File: src/verilog/oscsw_pkg.sv
// shared constants and carriers of the oscillator switch block
package oscsw_pkg;
    // register byte offsets
    localparam logic [7:0] OFS_OSC_CTRL = 8'h00;
    localparam logic [7:0] OFS_CLK_DIV  = 8'h04;
    localparam logic [7:0] OFS_RC_TUNE  = 8'h08;

    // unlock keys
    localparam logic [7:0] KEY_HIGH_1 = 8'h78;
    localparam logic [7:0] KEY_HIGH_2 = 8'h9a;
    localparam logic [7:0] KEY_LOW_1  = 8'h46;
    localparam logic [7:0] KEY_LOW_2  = 8'h57;

    // oscillator_control field positions
    localparam int CUR_LSB  = 12;
    localparam int NEW_LSB  = 8;
    localparam int LOCK_BIT = 7;
    localparam int PLLS_BIT = 5;
    localparam int FAIL_BIT = 3;
    localparam int SEC_EN_BIT = 1;
    localparam int REQ_BIT  = 0;
    // clock_divider_control field positions
    localparam int RECOV_BIT = 15;
    localparam int DOZE_LSB = 12;
    localparam int DOZE_ENABLE_BIT = 11;
    localparam int POST_LSB = 8;

    // values after reset
    localparam logic [2:0] DOZE_RST  = 3'h3;
    localparam logic [2:0] POST_RST  = 3'h1;
    localparam logic [2:0] SRC_RST   = 3'h7;

    // source encodings
    localparam logic [2:0] SRC_RC      = 3'h0;
    localparam logic [2:0] SRC_RC_PLL  = 3'h1;
    localparam logic [2:0] SRC_PRI     = 3'h2;
    localparam logic [2:0] SRC_PRI_PLL = 3'h3;
    localparam logic [2:0] SRC_SEC     = 3'h4;
    localparam logic [2:0] SRC_LP_OSC  = 3'h5;
    localparam logic [2:0] SRC_LP_RC_DIV = 3'h6;
    localparam logic [2:0] SRC_RC_DIV  = 3'h7;
    localparam logic [1:0] SUB_EXT_CLOCK = 2'h0;

    // cycle counts
    localparam int SETTLE_CYCLES = 10;
    localparam int BOOT_CYCLES   = 5;  // pin filter settles at edge 4

    // oscillator enable mask bit positions
    localparam int EN_RC = 0;
    localparam int EN_LP_RC = 1;
    localparam int EN_LP_OSC = 2;
    localparam int EN_SEC = 3;
    localparam int EN_PRI = 4;
    localparam int EN_PLL = 5;

    // asynchronous inputs from fuses and analog blocks
    typedef struct packed {
        logic [1:0] switch_monitor_fuses;  // 00 monitor, 0x switching
        logic [2:0] initial_source_fuses;
        logic [1:0] primary_submode_fuses;
        logic       osc_startup_done;      // crystal start-up expired
        logic       pll_in_lock;
        logic       clock_fail_detect;     // fail_safe_monitor report
        logic       low_osc_in_use;        // watchdog or real_time_clock
    } oscsw_pins_t;

    // clock control outputs
    typedef struct packed {
        logic [2:0] current_source;
        logic [5:0] osc_enable;            // EN_* positions
        logic [1:0] primary_submode;
        logic [2:0] doze_shift;            // cpu:periph = 1:2^n
        logic [3:0] rc_div_shift;          // rc divide by 2^n
        logic [5:0] rc_trim;               // two's complement
        logic       switching;
    } oscsw_clk_t;
endpackage

File: src/verilog/oscsw_top.sv
// oscillator switch, doze divider and rc trim with apb registers
//
// The APB register port and the address map were decided locally.
`timescale 1ns/1ns
`default_nettype none

// Summary of operation
// RULE1: lock bit with monitor enabled blocks source changes; no lock otherwise
// RULE2: pll status is 1 in lock, 0 when unlocked or disabled
// RULE3: pll status forced 0 at valid switch and in non-pll modes
// RULE4: clock fail flag set on monitor failure report
// RULE5: secondary oscillator runs while its enable bit is 1
// RULE6: switch request starts switch to new source, reads 0 when done
// RULE7: recover-on-interrupt lets interrupts clear doze enable
// RULE8: doze code n gives cpu to peripheral ratio 1:2^n
// RULE9: doze ratio applies only while doze enable is 1
// RULE10: postscaler codes divide by 1..64, code 7 by 256, reset 001
// RULE11: six-bit two's complement rc trim, zero is centre
// RULE12: switching allowed only with switch fuse bit at 0
// RULE13: switching disabled: fuse source shown, request ignored and reads 0
// RULE14: primary submode comes only from configuration fuses
// RULE15: high byte write needs keys 78h then 9Ah right before
// RULE16: low byte write needs keys 46h then 57h right before
// RULE17: equal current and new source aborts and clears request
// RULE18: valid switch start clears pll status and fail flag
// RULE19: start new source, wait start-up timer and pll lock
// RULE20: wait 10 cycles, switch, clear request, copy new to current
// RULE21: old source off, except low-power oscillator in use or enabled secondary
// RULE22: software must go via plain rc between the two pll modes
// RULE23: three-bit source encoding 000 plain rc to 111 divided rc
// RULE24: fail monitor enabled only with both switch fuses at 0
// RULE25: any other write cancels a pending unlock; writes to unmapped addresses leave it pending
module oscsw_top (
    input  wire logic                 pclk,     // 10 mhz bus clock
    input  wire logic                 presetn,  // async reset, low
    input  wire logic                 psel,     // apb select
    input  wire logic                 penable,  // apb access phase
    input  wire logic                 pwrite,   // apb direction
    input  wire logic [7:0]           paddr,    // apb byte address
    input  wire logic [31:0]          pwdata,   // apb write data
    input  wire logic [3:0]           pstrb,    // apb byte lanes
    output logic      [31:0]          prdata,   // apb read data
    output logic                      pready,   // apb ready
    output logic                      pslverr,  // unmapped address
    input  wire oscsw_pkg::oscsw_pins_t pins,   // fuses, analog status
    input  wire logic                 irq_event, // interrupt, pclk domain
    output oscsw_pkg::oscsw_clk_t     clk_ctrl  // clock controls
);
    typedef enum logic [4:0] {
        UL_IDLE  = 5'b00001,
        UL_HKEY  = 5'b00010,
        UL_HOPEN = 5'b00100,
        UL_LKEY  = 5'b01000,
        UL_LOPEN = 5'b10000
    } oscsw_ul_t;
    typedef enum logic [3:0] {
        SW_IDLE   = 4'b0001,
        SW_CHECK  = 4'b0010,
        SW_READY  = 4'b0100,
        SW_SETTLE = 4'b1000
    } oscsw_sw_t;

    localparam int PW = $bits(oscsw_pkg::oscsw_pins_t);

    // RULE23 source code decode
    function automatic logic [5:0] src_mask(input logic [2:0] s);
        logic [5:0] m;
        m = 6'h00;
        unique case (s)
            oscsw_pkg::SRC_RC, oscsw_pkg::SRC_RC_DIV:
                m[oscsw_pkg::EN_RC] = 1'b1;
            oscsw_pkg::SRC_RC_PLL: begin
                m[oscsw_pkg::EN_RC] = 1'b1;
                m[oscsw_pkg::EN_PLL] = 1'b1;
            end
            oscsw_pkg::SRC_PRI: m[oscsw_pkg::EN_PRI] = 1'b1;
            oscsw_pkg::SRC_PRI_PLL: begin
                m[oscsw_pkg::EN_PRI] = 1'b1;
                m[oscsw_pkg::EN_PLL] = 1'b1;
            end
            oscsw_pkg::SRC_SEC: m[oscsw_pkg::EN_SEC] = 1'b1;
            oscsw_pkg::SRC_LP_OSC: m[oscsw_pkg::EN_LP_OSC] = 1'b1;
            oscsw_pkg::SRC_LP_RC_DIV: m[oscsw_pkg::EN_LP_RC] = 1'b1;
        endcase
        return m;
    endfunction

    // three-stage pin synchronisers, change accepted when 2nd and 3rd agree
    logic [PW-1:0] sy1_q, sy2_q, sy3_q, pinf_q;
    genvar gi;
    generate
        for (gi = 0; gi < PW; gi++) begin : g_sync
            always_ff @(posedge pclk or negedge presetn) begin
                if (!presetn) begin
                    sy1_q[gi]  <= 1'b0;
                    sy2_q[gi]  <= 1'b0;
                    sy3_q[gi]  <= 1'b0;
                    pinf_q[gi] <= 1'b0;
                end else begin
                    sy1_q[gi] <= pins[gi];
                    sy2_q[gi] <= sy1_q[gi];
                    sy3_q[gi] <= sy2_q[gi];
                    if (sy2_q[gi] == sy3_q[gi])
                        pinf_q[gi] <= sy3_q[gi];
                end
            end
        end
    endgenerate
    oscsw_pkg::oscsw_pins_t pin_s;
    assign pin_s = pinf_q;

    // state
    oscsw_ul_t  ul_q, ul_d;
    oscsw_sw_t  sw_q, sw_d;
    logic [2:0] cur_q, new_q;
    logic       lock_q, pll_st_q, fail_q, sec_en_q, req_q, fail_seen_q;
    logic       recov_q, doze_enable_q;
    logic [2:0] doze_q, post_q;
    logic [5:0] trim_q;
    logic [3:0] settle_q;
    logic [2:0] boot_q;
    logic       boot_done;
    oscsw_pkg::oscsw_clk_t clk_d;

    // fuse-derived modes
    logic sw_allowed, mon_en, sel_locked;
    // RULE12 switching fuse
    assign sw_allowed = ~pin_s.switch_monitor_fuses[1] & boot_done;
    // RULE24 monitor needs both fuses
    assign mon_en     = (pin_s.switch_monitor_fuses == 2'b00) & boot_done;
    // RULE1 lock only counts with monitor
    assign sel_locked = lock_q & mon_en;
    assign boot_done  = (boot_q == 3'(oscsw_pkg::BOOT_CYCLES));

    // apb decode
    logic acc, wr_en, hit_osc, hit_div, hit_trm, mapped;
    assign hit_osc = (paddr == oscsw_pkg::OFS_OSC_CTRL);
    assign hit_div = (paddr == oscsw_pkg::OFS_CLK_DIV);
    assign hit_trm = (paddr == oscsw_pkg::OFS_RC_TUNE);
    assign mapped  = hit_osc | hit_div | hit_trm;
    assign acc     = psel & penable;
    assign wr_en   = acc & pwrite & mapped;
    assign pready  = 1'b1;
    assign pslverr = acc & ~mapped;

    // key detection on the oscillator_control byte lanes
    logic wr_osc_h, wr_osc_l, key_h1, key_h2, key_l1, key_l2;
    logic acc_hi, acc_lo;
    assign wr_osc_h = wr_en & hit_osc & pstrb[1];
    assign wr_osc_l = wr_en & hit_osc & pstrb[0];
    assign key_h1 = wr_osc_h & (pwdata[15:8] == oscsw_pkg::KEY_HIGH_1);
    assign key_h2 = wr_osc_h & (pwdata[15:8] == oscsw_pkg::KEY_HIGH_2);
    assign key_l1 = wr_osc_l & (pwdata[7:0] == oscsw_pkg::KEY_LOW_1);
    assign key_l2 = wr_osc_l & (pwdata[7:0] == oscsw_pkg::KEY_LOW_2);
    // RULE15 high byte opens after keys
    assign acc_hi = (ul_q == UL_HOPEN) & wr_osc_h;
    // RULE16 low byte opens after keys
    assign acc_lo = (ul_q == UL_LOPEN) & wr_osc_l;

    // unlock sequencer, advanced by every register write
    always_comb begin
        ul_d = ul_q;
        if (wr_en) begin
            // RULE25 wrong or late write cancels
            unique case (ul_q)
                UL_IDLE, UL_HOPEN, UL_LOPEN:
                    ul_d = key_h1 ? UL_HKEY : (key_l1 ? UL_LKEY : UL_IDLE);
                UL_HKEY: ul_d = key_h2 ? UL_HOPEN : UL_IDLE;
                UL_LKEY: ul_d = key_l2 ? UL_LOPEN : UL_IDLE;
            endcase
        end
    end

    // switch sequencer
    logic need_xtal, need_pll, tgt_ready, sw_start, sw_done, sw_abort, req_wr;
    logic [5:0] new_mask;
    assign new_mask  = src_mask(new_q);
    assign need_xtal = new_mask[oscsw_pkg::EN_PRI] &
        (pin_s.primary_submode_fuses != oscsw_pkg::SUB_EXT_CLOCK);
    assign need_pll = new_mask[oscsw_pkg::EN_PLL];
    // RULE19 wait start-up timer and lock
    assign tgt_ready = (~need_xtal | pin_s.osc_startup_done) &
                       (~need_pll | pin_s.pll_in_lock);
    // RULE17 redundant request aborts
    assign sw_abort = (sw_q == SW_CHECK) & (new_q == cur_q);
    assign sw_start = (sw_q == SW_CHECK) & (new_q != cur_q);
    assign sw_done  = (sw_q == SW_SETTLE) &
        (settle_q == 4'(oscsw_pkg::SETTLE_CYCLES - 1));
    // RULE6 request taken only through the low byte
    assign req_wr = acc_lo & pwdata[oscsw_pkg::REQ_BIT] & sw_allowed &
                    ~sel_locked & (sw_q == SW_IDLE);

    always_comb begin
        sw_d = sw_q;
        unique case (sw_q)
            SW_IDLE:   if (req_q) sw_d = SW_CHECK;
            SW_CHECK:  sw_d = sw_abort ? SW_IDLE : SW_READY;
            SW_READY:  if (tgt_ready) sw_d = SW_SETTLE;
            SW_SETTLE: if (sw_done) sw_d = SW_IDLE;
        endcase
    end

    // boot capture of fuses, sequencer flops
    always_ff @(posedge pclk or negedge presetn) begin
        if (!presetn) begin
            boot_q   <= 3'h0;
            ul_q     <= UL_IDLE;
            sw_q     <= SW_IDLE;
            settle_q <= 4'h0;
        end else begin
            if (!boot_done)
                boot_q <= boot_q + 3'h1;
            ul_q     <= ul_d;
            sw_q     <= sw_d;
            // RULE20 count ten settle cycles
            settle_q <= (sw_q == SW_SETTLE) ? settle_q + 4'h1 : 4'h0;
        end
    end

    // oscillator_control fields
    always_ff @(posedge pclk or negedge presetn) begin
        if (!presetn) begin
            cur_q <= oscsw_pkg::SRC_RST;
            new_q <= oscsw_pkg::SRC_RST;
            lock_q <= 1'b0;
            sec_en_q <= 1'b0;
            req_q <= 1'b0;
        end else begin
            if (boot_q == 3'(oscsw_pkg::BOOT_CYCLES - 1) || !sw_allowed) begin
                // RULE13 fuse source shown while disabled
                cur_q <= pin_s.initial_source_fuses;
                if (boot_q == 3'(oscsw_pkg::BOOT_CYCLES - 1))
                    new_q <= pin_s.initial_source_fuses;
                req_q <= 1'b0;
            end else begin
                // RULE1 locked selection blocks new source
                if (acc_hi && !sel_locked && sw_q == SW_IDLE)
                    new_q <= pwdata[oscsw_pkg::NEW_LSB +: 3];
                // RULE20 switch completes
                if (sw_done)
                    cur_q <= new_q;
                if (req_wr)
                    req_q <= 1'b1;
                else if (sw_abort || sw_done)
                    req_q <= 1'b0;
            end
            // RULE1 lock is set-only and needs the monitor
            if (acc_lo && pwdata[oscsw_pkg::LOCK_BIT] && mon_en)
                lock_q <= 1'b1;
            // RULE5 secondary enable bit
            if (acc_lo)
                sec_en_q <= pwdata[oscsw_pkg::SEC_EN_BIT];
        end
    end

    // pll status and clock fail flag
    logic fail_rise;
    assign fail_rise = pin_s.clock_fail_detect & ~fail_seen_q & mon_en;
    always_ff @(posedge pclk or negedge presetn) begin
        if (!presetn) begin
            pll_st_q    <= 1'b0;
            fail_q      <= 1'b0;
            fail_seen_q <= 1'b0;
        end else begin
            fail_seen_q <= pin_s.clock_fail_detect;
            // RULE2 RULE3 RULE18 status from live lock, cleared at start
            pll_st_q <= ~sw_start & pin_s.pll_in_lock &
                        clk_d.osc_enable[oscsw_pkg::EN_PLL];
            // RULE4 RULE18 failure sets, write 0 or start clears
            if (fail_rise)
                fail_q <= 1'b1;
            else if (sw_start || (acc_lo && !pwdata[oscsw_pkg::FAIL_BIT]))
                fail_q <= 1'b0;
        end
    end

    // clock_divider_control and rc_tuning
    always_ff @(posedge pclk or negedge presetn) begin
        if (!presetn) begin
            recov_q <= 1'b0;
            doze_q  <= oscsw_pkg::DOZE_RST;
            doze_enable_q <= 1'b0;
            post_q  <= oscsw_pkg::POST_RST;
            trim_q  <= 6'h00;
        end else begin
            if (wr_en && hit_div && pstrb[1]) begin
                recov_q <= pwdata[oscsw_pkg::RECOV_BIT];
                doze_q  <= pwdata[oscsw_pkg::DOZE_LSB +: 3];
                doze_enable_q <= pwdata[oscsw_pkg::DOZE_ENABLE_BIT];
                post_q  <= pwdata[oscsw_pkg::POST_LSB +: 3];
            end
            // RULE7 interrupt recovery wins over a write
            if (recov_q && irq_event)
                doze_enable_q <= 1'b0;
            // RULE11 trim stored as written
            if (wr_en && hit_trm && pstrb[0])
                trim_q <= pwdata[5:0];
        end
    end

    // clock control outputs
    logic [5:0] run_mask;
    logic       switching;
    assign switching = (sw_q == SW_READY) | (sw_q == SW_SETTLE);
    // RULE19 RULE21 current plus target, keep low-power and secondary users
    assign run_mask = src_mask(cur_q) |
        (switching ? new_mask : 6'h00) |
        {2'b00, sec_en_q, pin_s.low_osc_in_use | mon_en, 2'b00};
    always_comb begin
        clk_d.current_source = cur_q;
        clk_d.osc_enable     = run_mask;
        // RULE14 submode only from fuses
        clk_d.primary_submode = pin_s.primary_submode_fuses;
        // RULE8 RULE9 doze ratio only when enabled
        clk_d.doze_shift = doze_enable_q ? doze_q : 3'h0;
        // RULE10 code 7 divides by 256
        clk_d.rc_div_shift = (post_q == 3'h7) ? 4'h8 : {1'b0, post_q};
        clk_d.rc_trim   = trim_q;
        clk_d.switching = switching;
    end
    always_ff @(posedge pclk or negedge presetn) begin
        if (!presetn)
            clk_ctrl <= '0;
        else
            clk_ctrl <= clk_d;
    end

    // read data captured in the setup phase
    logic [15:0] osc_rd, div_rd, trm_rd;
    assign osc_rd = {1'b0, cur_q, 1'b0, new_q, lock_q, 1'b0, pll_st_q,
                     1'b0, fail_q, 1'b0, sec_en_q, req_q};
    assign div_rd = {recov_q, doze_q, doze_enable_q, post_q, 8'h00};
    assign trm_rd = {10'h000, trim_q};
    always_ff @(posedge pclk or negedge presetn) begin
        if (!presetn)
            prdata <= 32'h0;
        else if (psel && !penable)
            prdata <= {16'h0000, hit_osc ? osc_rd :
                       hit_div ? div_rd : hit_trm ? trm_rd : 16'h0000};
    end
endmodule // oscsw_top

`default_nettype wire

File: config.mk
export PLATFORM = sky130hd
export DESIGN_NAME = oscsw_top
export DESIGN_NICKNAME = d
export VERILOG_FILES = /design/src/verilog/oscsw_pkg.sv /design/src/verilog/oscsw_top.sv
export SDC_FILE = /design/constraint.sdc
export NUM_CORES = 1
export LEC_CHECK = 0
export BUFFER_PORTS_ARGS = -buffer_cell sky130_fd_sc_hd__buf_2
export CORE_MARGIN = 2
export CORE_UTILIZATION = 57
export CTS_CLUSTER_DIAMETER = 50
export DETAILED_ROUTE_END_ITERATION = 10
export HOLD_SLACK_MARGIN = 0.05
export MAX_ROUTING_LAYER = met4
export PLACE_DENSITY = 0.84
export SYNTH_ARGS = -nofsm -noshare
export SYNTH_HDL_FRONTEND = slang
export SYNTH_SLANG_ARGS = --single-unit
File: constraint.sdc
create_clock -name pclk -period 3.7 [get_ports pclk]
set_input_delay 0.37 -clock pclk [delete_from_list [all_inputs] [get_ports pclk]]
set_output_delay 0.37 -clock pclk [all_outputs]
set_load 0.02 [all_outputs]
==> impl_metrics.tcl <==
set metrics [dict create \
    drv_cap 0 \
    grt_pass1_vias 3503 \
    clock_power_share 0.489 \
    irDropWorstVdd_v 0.000350 \
    drv_slew 0 \
    fin_skew_ps 7.51 \
    port_buffers 83 \
    antenna_found_initial 0 \
    ys.flop_type "dfrtp_1" \
    tns_ps 0 \
    grt_pass1_wl_um 17300 \
    status "finished clean" \
    drtIter0Drc 278 \
    hold_class "input port to flop" \
    finalHoldViolations 0 \
    core-area_um2 8640 \
    crit_start "sw_q[2]" \
    io_pins 120 \
    power_density_nw_per_um2 567 \
    antenna_left 0 \
    rsz0062_at_grt "no" \
    dieArea_um2 9550 \
    fin_crit_sh 0.581 \
    routedWlPerCell_um 16.9 \
    synth-edff-count 0 \
    worstRegToRegCells 5 \
    synthToLayoutAreaGrowth_pct 23.5 \
    grt_max_degree 78 \
    min_period_ps 2150 \
    layout_common_cells "115 x dfrtp_1, 82 x buf_2, 42 x nor2_1" \
    drc_errors 0 \
    routed_wl_um 10600 \
    final_util 0.716 \
    synth_area_um2 5000 \
    multiInputGateArea_um2 1650 \
    ys_types 58 \
    clock.fmax_mhz 465 \
    layout_commonest_cell "dfrtp_1" \
    place_area_um2 5430 \
    cts.path.max_buffers 2 \
    die_h_um 97.7 \
    power_mw 3.50 \
    cp.arrival_ps 2570 \
    die_w_um 97.7 \
    seq_area_um2 3170 \
    cts_tree "done" \
    p_sw_frac 0.235 \
    r2r_start "sw_q[2]" \
    fill_cells 588 \
    dpl.cell_count 580 \
    synth_seq_cells 126 \
    post-place-ws_ps 1370 \
    crit_fanout 9 \
    antenna-diode-count 0 \
    initial_utilization 0.580 \
    synthArstFlopShare 1.00 \
    clock_sinks 126 \
    holdWs_ps 118 \
    insertion_delay_ps 510 \
    drive_above_1_share 0.280 \
    nets 570 \
    cellLeakagePower_nw 2.99 \
    synthCells 402 \
    ys_seq_area_frac 0.633 \
    drt_first_pass_iters 4 \
    startpoint_type "flop" \
    drt-vias-per-instance 5.60 \
    cts-resized-gates 0 \
    yosys_warnings 0 \
    grtUsageTotal 0.239 \
    worst-endpoint-required_ps 4130 \
    cts_setup_buffers 0 \
    critPathCaptureType "flop" \
    finalInstanceArea_um2 6180 \
    tightestPinTransition_ps 1120 \
    clk_pin_slew_worst_paths_ps 60 \
    finalSetupViolCount 0 \
    setup_ws_ps 1550 \
    seq_power_share 0.434 \
    routed-via-count 3497 \
    ff2ff_setup_slack_ps 1550 \
    cp-endpoint "new_q[0]" \
    htreeDepth 4 \
    critical_path_class "flop to flop" \
    rows 34 \
    gp_congestion 0.973 \
    p_int_mw 2.68 \
    root_buffer "clkbuf_8" \
    r2r_end "new_q[0]" \
    max_slew_margin 0.253 \
    syn_avg_cell_area_um2 12.4 \
    p_sw_mw 0.822 \
    layout.cells.non_filler 625 \
    cts.hold.buffers_added 13 \
    p_comb_frac 0.076 \
    cts_buffers 17 \
    dp_hpwl_um 6990 \
    globalRouteOverflowTotal 0 \
]
critical path: stages (launching register included):
cell,delay [ps]
dfrtp_1,490
nand2b_1,240
a2111oi_2,450
and3_1,250
a32o_1,280
mux2_2,370
kinds of logic (layout without fill, tap and decap cells):
logic type	after synthesis	count (layout)	share of synthesized area
compound gates	42	42	0.0678
other cells	2	18	0.00150
simple gates	145	145	0.152
xor+xnor	8	8	0.0140
buf+inv	41	140	0.0490
mux	22	22	0.0482
fa+ha+maj	16	16	0.0345
flops	126	126	0.633
worst min path at each step:
stage	slack [ps]	start	to	cells past startpoint
CTS	110	pwdata[12]	doze_q[0]	2
global placement	330	sy1_q[1]	sy2_q[1]	0
floorplan	70	presetn	boot_q[0]	0
finish	120	pwdata[12]	doze_q[0]	2
detailed placement	330	sy1_q[0]	sy2_q[0]	0
global route	110	pwdata[12]	doze_q[0]	2
Yosys cell counts, types with 7 or more instances:
library cell / number / share of area
a221oi_1: 11 / 0.019
and3_1: 9 / 0.011
buf_4: 19 / 0.029
clkbuf_1: 7 / 0.0053
dfrtp_1: 115 / 0.58
dfstp_2: 11 / 0.058
inv_1: 9 / 0.0067
maj3_1: 11 / 0.022
mux2_2: 11 / 0.025
nand2_1: 36 / 0.027
nand3_1: 10 / 0.010
nor2_1: 42 / 0.031
nor3_1: 8 / 0.0080
o21ai_0: 7 / 0.0070
power by group through the flow:
stage	Sequential (mW)	Clock [mW]	Combinational [mW]
after floorplan	1.56	0	0.125
after global placement	1.54	0	0.247
after detailed placement	1.54	0	0.255
after CTS	1.52	1.73	0.270
after global routing	1.53	1.80	0.292
final	1.52	1.71	0.268
layer usage:
metal,up-vias,part of all wire,GRT usage
met4,0,0.022,0.0929
met5,-,0,-
li1,1584,-,-
met2,151,0.50,0.383
met1,1738,0.42,0.300
met3,24,0.060,0.0525
sequential cells by signal, indices dropped and copies added, names as in the netlist, 4 cells and up:
signal,count
prdata,15
sy1_q,11
settle_q,4
sw_q,4
pin_s,9
clk_ctrl,25
ul_q,5
trim_q,6
sy3_q,11
sy2_q,11
cell type report:
class	count	share of cell area
Clock buffer	20	0.0704
Tap cell	108	0.0219
Clock inverter	12	0.0304
Inverter	9	0.00546
Timing Repair Buffer	99	0.0923
Sequential cell	126	0.512
Multi-Input combinational cell	251	0.267
Power figures use the tool's default switching activity.
